`src/servo_link_pkg.sv`:
```
package servo_link_pkg;
   // ==================================================================
   // register map of the controller (byte addresses)
   localparam logic [7:0] off_ctrl    = 8'h00;
   localparam logic [7:0] off_value   = 8'h04;
   localparam logic [7:0] off_status  = 8'h08;
   localparam logic [7:0] off_reply   = 8'h0c;
   localparam logic [7:0] off_txbyte  = 8'h10;
   // ctrl field positions
   localparam int ctrl_id_lsb   = 0;
   localparam int ctrl_func_lsb = 8;
   localparam int ctrl_go_bit   = 31;
   // ==================================================================
   // packet coding
   localparam logic [7:0] top_bit      = 8'h80;
   localparam logic [6:0] group_mask   = 7'h7f;
   localparam logic [6:0] broadcast_id = 7'h7f;
   localparam int         len_mult     = 32;
   localparam int         max_groups   = 4;
   localparam int         min_len      = 4;
   localparam int         arc_shift    = 8;
   // function codes
   localparam logic [4:0] fn_set_origin  = 5'h00;
   localparam logic [4:0] fn_go_abs      = 5'h01;
   localparam logic [4:0] fn_line        = 5'h02;
   localparam logic [4:0] fn_go_rel      = 5'h03;
   localparam logic [4:0] fn_arc         = 5'h04;
   localparam logic [4:0] fn_set_config  = 5'h07;
   localparam logic [4:0] fn_read_status = 5'h09;
   localparam logic [4:0] fn_spin        = 5'h0a;
   localparam logic [4:0] fn_param_lo    = 5'h18;
   localparam logic [4:0] fn_param_hi    = 5'h1f;
   // config fields sent by fn_set_config, then a status bit position
   localparam int cfg_src_lsb  = 0;
   localparam int cfg_free_bit = 5;
   localparam int status_busy_bit = 5;
   // ==================================================================
   // timing: byte slot on the serial side, in ns, cycles derived
   localparam int clk_period_ns = 25;
   localparam int byte_gap_ns   = 100;
   localparam int byte_gap_cyc  =
      (byte_gap_ns + clk_period_ns - 1) / clk_period_ns;

   // byte stream carrier
   typedef struct packed {
      logic       valid;
      logic [7:0] data;
   } byte_beat_t;

   // apb slave answer
   typedef struct packed {
      logic        pready;
      logic        pslverr;
      logic [31:0] prdata;
   } apb_answer_t;
endpackage : servo_link_pkg

```
`src/servo_host_ctrl.sv`:
```
// Decided for this implementation: the address map and the APB slave port.
`timescale 1ns/100ps
module servo_host_ctrl (
   // clock and reset
   input  wire logic        pclk,
   input  wire logic        presetn,
   // apb slave
   input  wire logic        psel,
   input  wire logic        penable,
   input  wire logic        pwrite,
   input  wire logic [7:0]  paddr,
   input  wire logic [31:0] pwdata,
   output logic             pready,
   output logic             pslverr,
   output logic [31:0]      prdata,
   // serial byte stream to the drive chain
   output logic             tx_valid,
   output logic [7:0]       tx_data,
   input  wire logic        tx_ready,
   // serial byte stream from the drive chain
   input  wire logic        rx_valid,
   input  wire logic [7:0]  rx_data
);
   // ==================================================================
   // state
   typedef enum logic [2:0] {
      st_idle, st_id, st_func, st_data, st_sum, st_gap
   } tx_state_t;

   typedef struct packed {
      tx_state_t                  tx_st;
      logic [6:0]                 id;
      logic [4:0]                 func;
      logic [27:0]                value;
      logic [3:0][6:0]            grp;
      logic [2:0]                 cnt;
      logic [2:0]                 idx;
      logic [6:0]                 sum;
      logic [7:0]                 gap;
      servo_link_pkg::byte_beat_t tx;
      logic [7:0][7:0]            rbuf;
      logic [2:0]                 rnum;
      logic [2:0]                 rlen;
      logic [27:0]                reply_val;
      logic [4:0]                 reply_func;
      logic                       reply_new;
      logic                       sum_err;
      logic                       sent;
      logic                       bad_arg;
      servo_link_pkg::apb_answer_t apb;
   } state_t;

   state_t           cur;
   state_t           next_cur;
   logic [3:0][6:0]  enc_groups;
   logic [2:0]       enc_count;
   logic             acc;
   logic             wr;
   logic [6:0]       rsum;
   logic [27:0]      rval;
   logic [2:0]       rtot;
   logic [6:0]       feed_lo;

   // ==================================================================
   // encoder for the outgoing value
   servo_packet_encoder u_enc (
      .value  (cur.value),
      .groups (enc_groups),
      .count  (enc_count)
   );

   assign acc = psel & penable & ~cur.apb.pready;
   assign wr  = acc & pwrite;

   // ==================================================================
   // next state
   always_comb begin
      next_cur = cur;
      rsum     = 7'h00;
      rval     = 28'h0;
      rtot     = 3'd0;
      feed_lo  = pwdata[6:0];
      next_cur.apb.pready  = acc;
      next_cur.apb.pslverr = 1'b0;
      next_cur.tx.valid    = cur.tx.valid & ~tx_ready;

      // apb register access, answered in the second access cycle
      if (acc) begin
         next_cur.apb.prdata = 32'h0;
         case (paddr)
            servo_link_pkg::off_ctrl: begin
               next_cur.apb.prdata = {cur.tx_st != st_idle, 18'h0,
                                      cur.func, 1'b0, cur.id};
               if (pwrite && pwdata[servo_link_pkg::ctrl_go_bit] &&
                   cur.tx_st == st_idle) begin
                  next_cur.id   = pwdata[6:0] & 7'h7f;
                  next_cur.func = pwdata[12:8];
                  next_cur.sent = 1'b0;
                  // feed of a line move must be 1..127: flag, still send
                  next_cur.bad_arg = 1'b0;
                  next_cur.tx_st   = st_id;
               end else if (pwrite && cur.tx_st != st_idle) begin
                  next_cur.apb.pslverr = 1'b1;  // busy: start refused
               end
            end
            servo_link_pkg::off_value: begin
               next_cur.apb.prdata = {4'h0, cur.value};
               if (pwrite && cur.tx_st == st_idle) begin
                  next_cur.value = pwdata[27:0];
                  if (pwdata[31]) begin
                     // plane-feed word for the last arc packet
                     // negative feed must sign-extend over the whole value
                     next_cur.value = {12'h000, pwdata[23:16], 8'h00} |
                                      28'(signed'(feed_lo));
                  end
               end
            end
            servo_link_pkg::off_status: begin
               // last reply code sits here so the value keeps all 28 bits
               next_cur.apb.prdata = {19'h0, cur.reply_func, 2'h0,
                                      cur.bad_arg, cur.sent,
                                      cur.sum_err, cur.reply_new,
                                      2'b00};
               if (wr) begin
                  // write-one-to-clear; a new event wins over the clear
                  if (pwdata[2]) next_cur.reply_new = 1'b0;
                  if (pwdata[3]) next_cur.sum_err   = 1'b0;
                  if (pwdata[4]) next_cur.sent      = 1'b0;
               end
            end
            servo_link_pkg::off_reply: begin
               // full signed value, sign-extended to the bus word
               next_cur.apb.prdata = {{4{cur.reply_val[27]}},
                                      cur.reply_val};
            end
            servo_link_pkg::off_txbyte: begin
               next_cur.apb.prdata = {24'h0, cur.tx.data};
            end
            default: next_cur.apb.pslverr = 1'b1;
         endcase
      end

      // outgoing packet sequencer
      case (cur.tx_st)
         st_idle: ;
         st_id: begin
            if (!cur.tx.valid) begin
               next_cur.grp = enc_groups;
               next_cur.cnt = enc_count;
               if (cur.func == servo_link_pkg::fn_set_config ||
                   cur.func == servo_link_pkg::fn_set_origin) begin
                  next_cur.cnt = 3'd1;
                  next_cur.grp[0] = cur.value[6:0];
               end
               if (cur.func == servo_link_pkg::fn_line &&
                   (cur.value == 28'h0 || cur.value[27] ||
                    cur.value > 28'd127)) begin
                  next_cur.bad_arg = 1'b1;
               end
               next_cur.tx.valid = 1'b1;
               next_cur.tx.data  = {1'b0, cur.id};
               next_cur.sum      = cur.id;
               next_cur.tx_st    = st_func;
            end
         end
         st_func: begin
            if (!cur.tx.valid || tx_ready) begin
               next_cur.tx.valid = 1'b1;
               // length field in bits 6:5
               next_cur.tx.data  = servo_link_pkg::top_bit +
                  8'((cur.cnt - 3'd1) * servo_link_pkg::len_mult) +
                  {3'h0, cur.func};
               next_cur.sum   = cur.sum + next_cur.tx.data[6:0];
               next_cur.idx   = 3'd0;
               next_cur.tx_st = st_data;
            end
         end
         st_data: begin
            if (tx_ready) begin
               next_cur.tx.valid = 1'b1;
               next_cur.tx.data  = servo_link_pkg::top_bit |
                                   {1'b0, cur.grp[cur.idx[1:0]]};
               next_cur.sum = cur.sum + cur.grp[cur.idx[1:0]];
               next_cur.idx = cur.idx + 3'd1;
               if (cur.idx + 3'd1 == cur.cnt) next_cur.tx_st = st_sum;
            end
         end
         st_sum: begin
            if (tx_ready) begin
               next_cur.tx.valid = 1'b1;
               // modulo 128 falls out of the 7-bit sum
               next_cur.tx.data  = servo_link_pkg::top_bit |
                                   {1'b0, cur.sum};
               next_cur.gap   = 8'(servo_link_pkg::byte_gap_cyc);
               next_cur.tx_st = st_gap;
            end
         end
         st_gap: begin
            // hold off the next packet so the chain can relay it
            if (!cur.tx.valid || tx_ready) begin
               next_cur.gap = cur.gap - 8'd1;
               if (cur.gap <= 8'd1) begin
                  // sent paces the packets of a line or arc move in order
                  next_cur.sent  = 1'b1;
                  next_cur.tx_st = st_idle;
               end
            end
         end
         default: next_cur.tx_st = st_idle;
      endcase

      // reply collector: a clear top bit restarts the packet
      if (rx_valid) begin
         if (!rx_data[7]) begin
            next_cur.rbuf[0] = rx_data;
            next_cur.rnum    = 3'd1;
            next_cur.rlen    = 3'd0;
         end else if (cur.rnum != 3'd0) begin
            next_cur.rbuf[cur.rnum] = rx_data;
            next_cur.rnum = cur.rnum + 3'd1;
            if (cur.rnum == 3'd1) begin
               next_cur.rlen = 3'(servo_link_pkg::min_len) +
                               {1'b0, rx_data[6:5]};
            end
            rtot = (cur.rnum == 3'd1) ?
                   3'(servo_link_pkg::min_len) + {1'b0, rx_data[6:5]} :
                   cur.rlen;
            if (cur.rnum + 3'd1 == rtot) begin
               for (int i = 0; i < 7; i++) begin
                  if (3'(i) < cur.rnum) rsum = rsum + cur.rbuf[i][6:0];
               end
               rval = {{21{cur.rbuf[2][6]}}, cur.rbuf[2][6:0]};
               for (int i = 3; i < 7; i++) begin
                  if (3'(i) < cur.rnum) rval = {rval[20:0],
                                                cur.rbuf[i][6:0]};
               end
               if (cur.rnum == 3'd2) rval = {{21{cur.rbuf[2][6]}},
                                             cur.rbuf[2][6:0]};
               next_cur.rnum = 3'd0;
               if (rsum != rx_data[6:0]) begin
                  next_cur.sum_err = 1'b1;
               end else begin
                  next_cur.reply_val  = rval;
                  next_cur.reply_func = cur.rbuf[1][4:0];
                  next_cur.reply_new  = 1'b1;
               end
            end
         end
      end
   end

   // ==================================================================
   // one register for all state
   always_ff @(posedge pclk or negedge presetn) begin
      if (!presetn) begin
         cur <= '0;
      end else begin
         cur <= next_cur;
      end
   end

   assign pready   = cur.apb.pready;
   assign pslverr  = cur.apb.pslverr;
   assign prdata   = cur.apb.prdata;
   assign tx_valid = cur.tx.valid;
   assign tx_data  = cur.tx.data;
endmodule : servo_host_ctrl

```
`src/servo_packet_encoder.sv`:
```
`timescale 1ns/100ps
// splits a signed 28-bit value into the fewest 7-bit groups
module servo_packet_encoder (
   // value to encode
   input  wire logic [27:0] value,
   // encoded groups, most significant first, plus count
   output logic [3:0][6:0]  groups,
   output logic [2:0]       count
);
   logic signed [27:0] sv;

   // narrowest form that still sign-extends back to the value
   always_comb begin
      sv = signed'(value);
      for (int i = 0; i < servo_link_pkg::max_groups; i++) begin
         groups[i] = 7'h00;
      end
      if (sv >= -28'sd64 && sv <= 28'sd63) begin
         count = 3'd1;
         groups[0] = value[6:0];
      end else if (sv >= -28'sd8192 && sv <= 28'sd8191) begin
         count = 3'd2;
         groups[0] = value[13:7];
         groups[1] = value[6:0];
      end else if (sv >= -28'sd1048576 && sv <= 28'sd1048575) begin
         count = 3'd3;
         groups[0] = value[20:14];
         groups[1] = value[13:7];
         groups[2] = value[6:0];
      end else begin
         count = 3'd4;
         groups[0] = value[27:21];
         groups[1] = value[20:14];
         groups[2] = value[13:7];
         groups[3] = value[6:0];
      end
   end
endmodule : servo_packet_encoder
```
`config.mk`:
```
export PLATFORM = sky130hd
export DESIGN_NAME = servo_host_ctrl
export DESIGN_NICKNAME = d
export VERILOG_FILES = /design/src/servo_link_pkg.sv /design/src/servo_host_ctrl.sv /design/src/servo_packet_encoder.sv
export SDC_FILE = /design/constraint.sdc
export NUM_CORES = 1
export LEC_CHECK = 0
export BUFFER_PORTS_ARGS = -buffer_cell sky130_fd_sc_hd__buf_2
export CAP_MARGIN = 10
export CORE_MARGIN = 2
export CORE_UTILIZATION = 40
export CTS_CLUSTER_SIZE = 14
export DETAILED_ROUTE_END_ITERATION = 10
export PLACE_DENSITY = 0.66
export SYNTH_ARGS = -nofsm -noshare
export SYNTH_HDL_FRONTEND = slang
export SYNTH_SLANG_ARGS = --single-unit
```
`constraint.sdc`:
```
create_clock -name pclk -period 29 [get_ports pclk]
set_input_delay 5.8 -clock pclk [delete_from_list [all_inputs] [get_ports pclk]]
set_output_delay 5.8 -clock pclk [all_outputs]
set_load 0.01 [all_outputs]
```
* Word level (Yosys, flattened, before mapping)
Index checks and enable logic that the tools add are counted.
Word-level totals: logic and storage cells 242, flip-flop bits (word level) 242, input port bits 55
Operators by class: $add $sub $neg 15, bitwise operators 9, reduce and logical (&&, ||, !) cells 35, equal/unequal tests 22, magnitude comparators 18, muxes and demuxes 110
Operator list (number):
- $mux W7 | 39
- $pmux W32 S5 | 1
- $mux W28 | 5
- $bwmux W64 | 1
- $add A7 B7 Y7 | 8
- $mux W49 | 1
- $mux W43 | 1
- $mux W14 | 3
- $mux W21 | 2
- $mux W3 | 13
- $pmux W9 S4 | 1
- $mux W35 | 1
- $mux W34 | 1
- $mux W33 | 1
- $mux W10 | 3
- $mux W15 | 2
- $ge A28 B14 Y1 const B | 1
- $ge A28 B21 Y1 const B | 1
- $ge A28 B7 Y1 const B | 1
- $gt A28 B7 Y1 const B | 1
- $le A28 B14 Y1 const B | 1
- $le A28 B21 Y1 const B | 1
- $le A28 B7 Y1 const B | 1
- $logic_not A28 Y1 | 1
- 58 further kinds | 118

* Logic depth before layout (Yosys ltp)
depth after elaboration 49, gate-level depth with buffers 43, mapped depth without buffers 37

* Modules after synthesis
From an unflattened synthesis, not the netlist that was laid out.
Second synthesis, totals: cell total of the unflattened synthesis 1587, area total of the unflattened synthesis 14959.3 µm²
By module, submodules not included:
- servo_host_ctrl | cells an instance 1484, area each 14283.7 µm², times used 1
- servo_packet_encoder | cells an instance 103, area each 675.6 µm², times used 1

* Worst setup path before layout
Ideal clock, no wire load.
path kind flip-flop to flip-flop, start point register cur[74] (netlist bit), end point register cur[43] (netlist bit), cell stages (with the launch flop) 43, arrival 9.104 ns, buffers on the path 7, clock period less this slack 9.229 ns, setup time 0.125 ns, slack 19.771 ns, data required time 28.875 ns, cell sequence dfrtp_1 -> buf_6 -> buf_2 -> buf_1 -> clkbuf_1 -> nor2_1 -> nor2b_1 -> ha_1 -> a21oi_1 -> o211ai_1 -> nor2_1 -> xnor2_1 -> o21ai_0 -> ha_1 -> or4b_1 -> a31o_1 -> and2_1 -> o21ai_0 -> [7 not listed] -> inv_1 -> a311o_1 -> a2111oi_0 -> nor2b_1 -> ha_1 -> xnor2_1 -> mux2_2 -> ha_1 -> inv_1 -> or3_1 -> mux2i_1 -> nor3_1 -> o21ai_1 -> xnor3_1 -> and4b_1 -> buf_6 -> buf_12 -> mux2_4
Between the ends: longest elaborated chain between the ends 45
Ends and longest elaborated chain:
- start, declared | line servo_host_ctrl.sv:53 | state_t cur;
- start signal, assigned | line servo_host_ctrl.sv:258 | cur <= next_cur;
- $lt A1 B3 Y1 | line servo_host_ctrl.sv:230 | if (3'(i) < cur.rnum) rsum = rsum + cur.rbuf[i][6:0];
- $mux W7 | line servo_host_ctrl.sv:230
- $mux W7 | line servo_host_ctrl.sv:228 | if (cur.rnum + 3'd1 == rtot) begin
- $mux W7 | line servo_host_ctrl.sv:218 | end else if (cur.rnum != 3'd0) begin
- $mux W7 | line servo_host_ctrl.sv:214 | if (!rx_data[7]) begin
- $mux W7 | line servo_host_ctrl.sv:213 | if (rx_valid) begin
- $add A7 B7 Y7 | line servo_host_ctrl.sv:230
- $mux W7 | line servo_host_ctrl.sv:230
- [29 not listed]
- $mux W7 | line servo_host_ctrl.sv:230
- $mux W7 | line servo_host_ctrl.sv:228
- $mux W7 | line servo_host_ctrl.sv:218
- $mux W7 | line servo_host_ctrl.sv:214
- $mux W7 | line servo_host_ctrl.sv:213
- $ne A7 B7 Y1 | line servo_host_ctrl.sv:240 | if (rsum != rx_data[6:0]) begin
- $not A1 Y1 (no line)
- $reduce_and A5 Y1 (no line)
Several ways; a longest one is shown, not always the timed one. The select of a mux whose other input is x is not followed. A chain may end at the register's enable or synchronous reset.

* Final worst setup path
start point register cur[76] (netlist bit), end point register cur[38] (netlist bit)
Between the ends: longest elaborated chain between the ends 45
Ends and longest elaborated chain (line):
- $lt A1 B3 Y1 | servo_host_ctrl.sv:230
- $mux W7 | servo_host_ctrl.sv:230
- $mux W7 | servo_host_ctrl.sv:228
- $mux W7 | servo_host_ctrl.sv:218
- $mux W7 | servo_host_ctrl.sv:214
- $mux W7 | servo_host_ctrl.sv:213
- $add A7 B7 Y7 | servo_host_ctrl.sv:230
- $mux W7 | servo_host_ctrl.sv:230
- [29 not listed]
- $mux W7 | servo_host_ctrl.sv:230
- $mux W7 | servo_host_ctrl.sv:228
- $mux W7 | servo_host_ctrl.sv:218
- $mux W7 | servo_host_ctrl.sv:214
- $mux W7 | servo_host_ctrl.sv:213
- $ne A7 B7 Y1 | servo_host_ctrl.sv:240
- $not A1 Y1 (no line)
- $reduce_and A5 Y1 (no line) (*)
Mark *: on every way between the ends. The rest lies on a longest branch, timed or not. The select of a mux whose other input is x is not followed.

==> impl_summary.log <==
INFO  metric grt_first_pass_wirelength = 68080 µm
INFO  metric path_max_fanout = 34
INFO  metric ys_seq_elements = ~230
INFO  metric status = finished clean
INFO  metric grt_setup_unrepaired = no
INFO  metric global_route_usage_over_all_layers = 0.2249
INFO  metric clock_skew = 0.01939 ns
INFO  metric dieWidth = between 150 and 200 µm
INFO  metric final-setup-viol-count = 0
INFO  metric cp.required = 29.42 ns
INFO  metric worstRegToRegCells = 37
INFO  metric yosys.area.top_type_share = 0.3760
INFO  metric route.detailed.drc = 0
INFO  metric worst_slew_pin_slew = 1.184 ns
INFO  metric max_freq = 0.09493 GHz
INFO  metric synth_edf_count = 0
INFO  metric cts.root.buffer_cell = sky130_fd_sc_hd__clkbuf_16
INFO  metric grt-ovfl-total = 0
INFO  metric gp_routability_congestion = between 0.8 and 0.9
INFO  metric tns = 0 ns
INFO  metric synth_top_cells_by_area = sky130_fd_sc_hd__dfrtp_1 38%, sky130_fd_sc_hd__nand2_1 5.7%, sky130_fd_sc_hd__mux2_2 5.0%, sky130_fd_sc_hd__mux2i_1 4.6%, sky130_fd_sc_hd__ha_1 4.2%
INFO  metric synth_cells = 1603
INFO  metric yosys.cell_count.top_type = sky130_fd_sc_hd__nand2_1
INFO  metric synth_ff_type = sky130_fd_sc_hd__dfrtp_1
INFO  metric tot_pwr = 1.631 mW
INFO  metric drv_slew = 0
INFO  metric timing.final.crit_period = ~11 ns
INFO  metric first_global_vias = 11805
INFO  metric fraction_of_the_yosys_area_taken_by_sequential_cells = 0.3760
INFO  metric hpwlAfterDp = 31800 µm
INFO  metric yosysWarningCount = 0
INFO  metric worstPathBufferInverterCount = 2
INFO  metric path_common_cell = sky130_fd_sc_hd__ha_1
INFO  metric clock_path_buffers = 3
INFO  metric async_flop_share = 1.000
INFO  metric initial_utilization = 0.4080
INFO  metric numCtsBuffers = 26
INFO  metric postSynthNetCount = roughly 1700
INFO  metric min-delay-path-class = flip-flop to flip-flop
INFO  metric io_buffer_count = between 90 and 100
INFO  metric worst-endpoint-arrival = 10.96 ns
INFO  metric holdBufCountCts = 0
INFO  metric num-nets-final = roughly 1700
INFO  metric cpPeakStageDelay = 1.03 ns
INFO  metric hold_violations = 0
INFO  metric die_h = 197.5 µm
INFO  metric final_critical_path_setup_slack = 18.47 ns
INFO  metric design.core.area = 36700 µm²
INFO  metric detailroute.via_count = 12362
INFO  metric worstSetupEndpointType = flip-flop
INFO  metric final_layout_size_suffix_gt1_frac = 0.1766
INFO  metric final_cell_count_no_fill = 2082
INFO  metric post_synth_most_frequent_cells = 229 x sky130_fd_sc_hd__nand2_1, 225 x sky130_fd_sc_hd__dfrtp_1, 115 x sky130_fd_sc_hd__nor2_1
INFO  metric worstHoldPathCells = 2
INFO  metric avgViaCountPerCell = 5.938
INFO  metric drt_first_pass_iters = 5
INFO  metric cts.repair.resized = 0
INFO  metric maximum_number_of_pins_on_one_net_before_global_route_repair = 106
INFO  metric drtAntennaViolNets = 0
INFO  metric critPathTopFamily = simple AND/OR/NAND/NOR gates
INFO  metric antenna_cells = 0
INFO  metric ys_types = just under 100
INFO  metric cts_tree = done
INFO  metric critical_path_class = flip-flop to flip-flop
INFO  metric clkSinkCount = ~230
INFO  metric worst_slew_margin_rel = 0.2048
INFO  metric design.die.area = 39000 µm²
INFO  metric post-place-cells = 2037
INFO  metric synth_cell_area = 14970 µm²
INFO  metric worst_path_max_delay_cell = sky130_fd_sc_hd__and4b_2
INFO  metric grt_antenna_before_repair = 0
INFO  metric setup.reg_to_reg.worst_slack = 18.47 ns
INFO  metric syn_to_final_growth = 8.280%
INFO  metric vdd_drop_max = ~0.064 mV
INFO  metric power_density = 100.6 nW/µm²
INFO  metric clkLatencyLatePin = roughly 0.55 ns
INFO  metric post_cts.repair.setup_buffers = 0
INFO  metric drt_iter0_drc = between 1000 and 1500
INFO  metric stages_on_the_worst_setup_path = 37
INFO  metric worstSetupStartpointType = flip-flop
INFO  metric htree_levels = 1
INFO  metric max_cap_viols = 0
INFO  metric leading_area_contributor_after_synthesis = sky130_fd_sc_hd__dfrtp_1
INFO  metric count_of_boundary_i_o_pins = 98
INFO  metric cts.reportedPaths.clkPinSlew = 0.06 ns
INFO  metric finalWirelength = approximately 44000 µm
INFO  metric leakage = 7.309 nW
INFO  metric core.rowCount = 70
INFO  metric final_min_period_over_clock_period = 0.3633
INFO  metric fin_util = 0.4418
INFO  metric syn_avg_cell_area = ~9.3 µm²
INFO  metric average_detailed_routed_wire_length_per_instance = between 20 and 25 µm
INFO  metric post-place-ws = 18.56 ns
-- path summary, 6_finish.rpt --
kind,from,end
max,cur[76]$_DFFE_PN0P_,cur[38]$_DFFE_PN0P_
min,prdata[26]$_DFFE_PN0P_,prdata[26]$_DFFE_PN0P_
max reg2reg,cur[76]$_DFFE_PN0P_,cur[38]$_DFFE_PN0P_
min reg2reg,prdata[26]$_DFFE_PN0P_,prdata[26]$_DFFE_PN0P_
max in group asynchronous,presetn,cur[180]$_DFFE_PN0P_
min in group asynchronous,presetn,prdata[4]$_DFFE_PN0P_
-- per-layer routing --
metal | global-route usage | vias to the layer above | wire (µm)
li1 | - | 5763 | -
met1 | 0.3055 | 6010 | 19360
met4 | 0.09023 | 0 | 1795
met2 | 0.3618 | 484 | 19820
met3 | 0.03159 | 105 | 2920
met5 | 0 | - | 0
-- cell type report --
type / count / area (µm²)
fill: 3483 / 20480
multi-input combinational: 1201 / 8429
sequential: 225 / 5633
clock buffer: 35 / 704.4
tap: 468 / 585.6
timing repair buffer: 107 / 578.1
clock inverter: 10 / 146.4
inverter: 36 / 137.6
-- metrics by stage --
| step | instance area [µm²] | hold WS, ns |
|---|---|---|
| after global routing | 16210 | 0.4968 |
| final | 16210 | 0.4738 |
| after floorplan | 14970 | 0.4385 |
| after detailed placement | 15360 | 0.4652 |
| after CTS | 16210 | 0.4785 |
| after global placement | 15360 | 0.4570 |
-- cell usage in the layout, fill, tap and decap left out, drive strengths merged, types with 10 or more instances in the layout --
cell type  netlist  routed
a21o            10      10
nor3            27      27
buf             76     107
a31oi           37      37
a21oi           64      64
mux2           100     100
xor2            14      14
o31ai           20      20
nand3           39      39
dfrtp          225     225
mux2i           69      69
nor2           116     116
nand4           12      12
o21ai          116     116
mux4            12      12
and3            10      10
and2            13      13
nand2          231     231
inv             36      38
nor4            11      11
xnor2           16      16
a22o            14      14
a22oi           14      14
o22ai           13      13
clkbuf          65      35
nor2b           21      21
ha              50      50
a211oi          23      23
or3             10      10
-- worst reg2reg max path, delay by kind of cell, from the launching register on --
| kind | cells | cell delay, ns |
|---|---|---|
| xor gates and xnor gates | 2 | 0.61 |
| buffers and inverters | 2 | 0.18 |
| adders and majority gates | 7 | 2.54 |
| and+or+nand+nor | 13 | 3.67 |
| muxes | 3 | 0.91 |
| AOI/OAI and AO/OA | 10 | 2.13 |
| DFF | 1 | 0.39 |
-- state kept, by name (all words and copies together) (netlist names) --
register	cells
cur	184
tx_valid	1
pslverr	1
prdata	30
pready	1
tx_data	8
-- logic make-up after synthesis --
group | count (synthesis) | synth area share
AO/OA/AOI/OAI | 390 | 0.1714
adder cells (fa/ha/maj) | 57 | 0.05114
flip-flops | 225 | 0.3760
buffers and inverters | 177 | 0.06208
multiplexers | 181 | 0.1466
XOR/XNOR | 32 | 0.02055
AND/OR/NAND/NOR | 541 | 0.1722
-- power by group --
part	internal [mW]	total [mW]	switching, mW	leakage (nW)
Combinational	0.345	0.845	0.500	3.90
Sequential	0.370	0.453	0.0828	3.00
Clock	0.197	0.332	0.135	0.413
Total	0.913	1.63	0.718	7.31
Note: power is estimated with default switching activity, not from simulation.
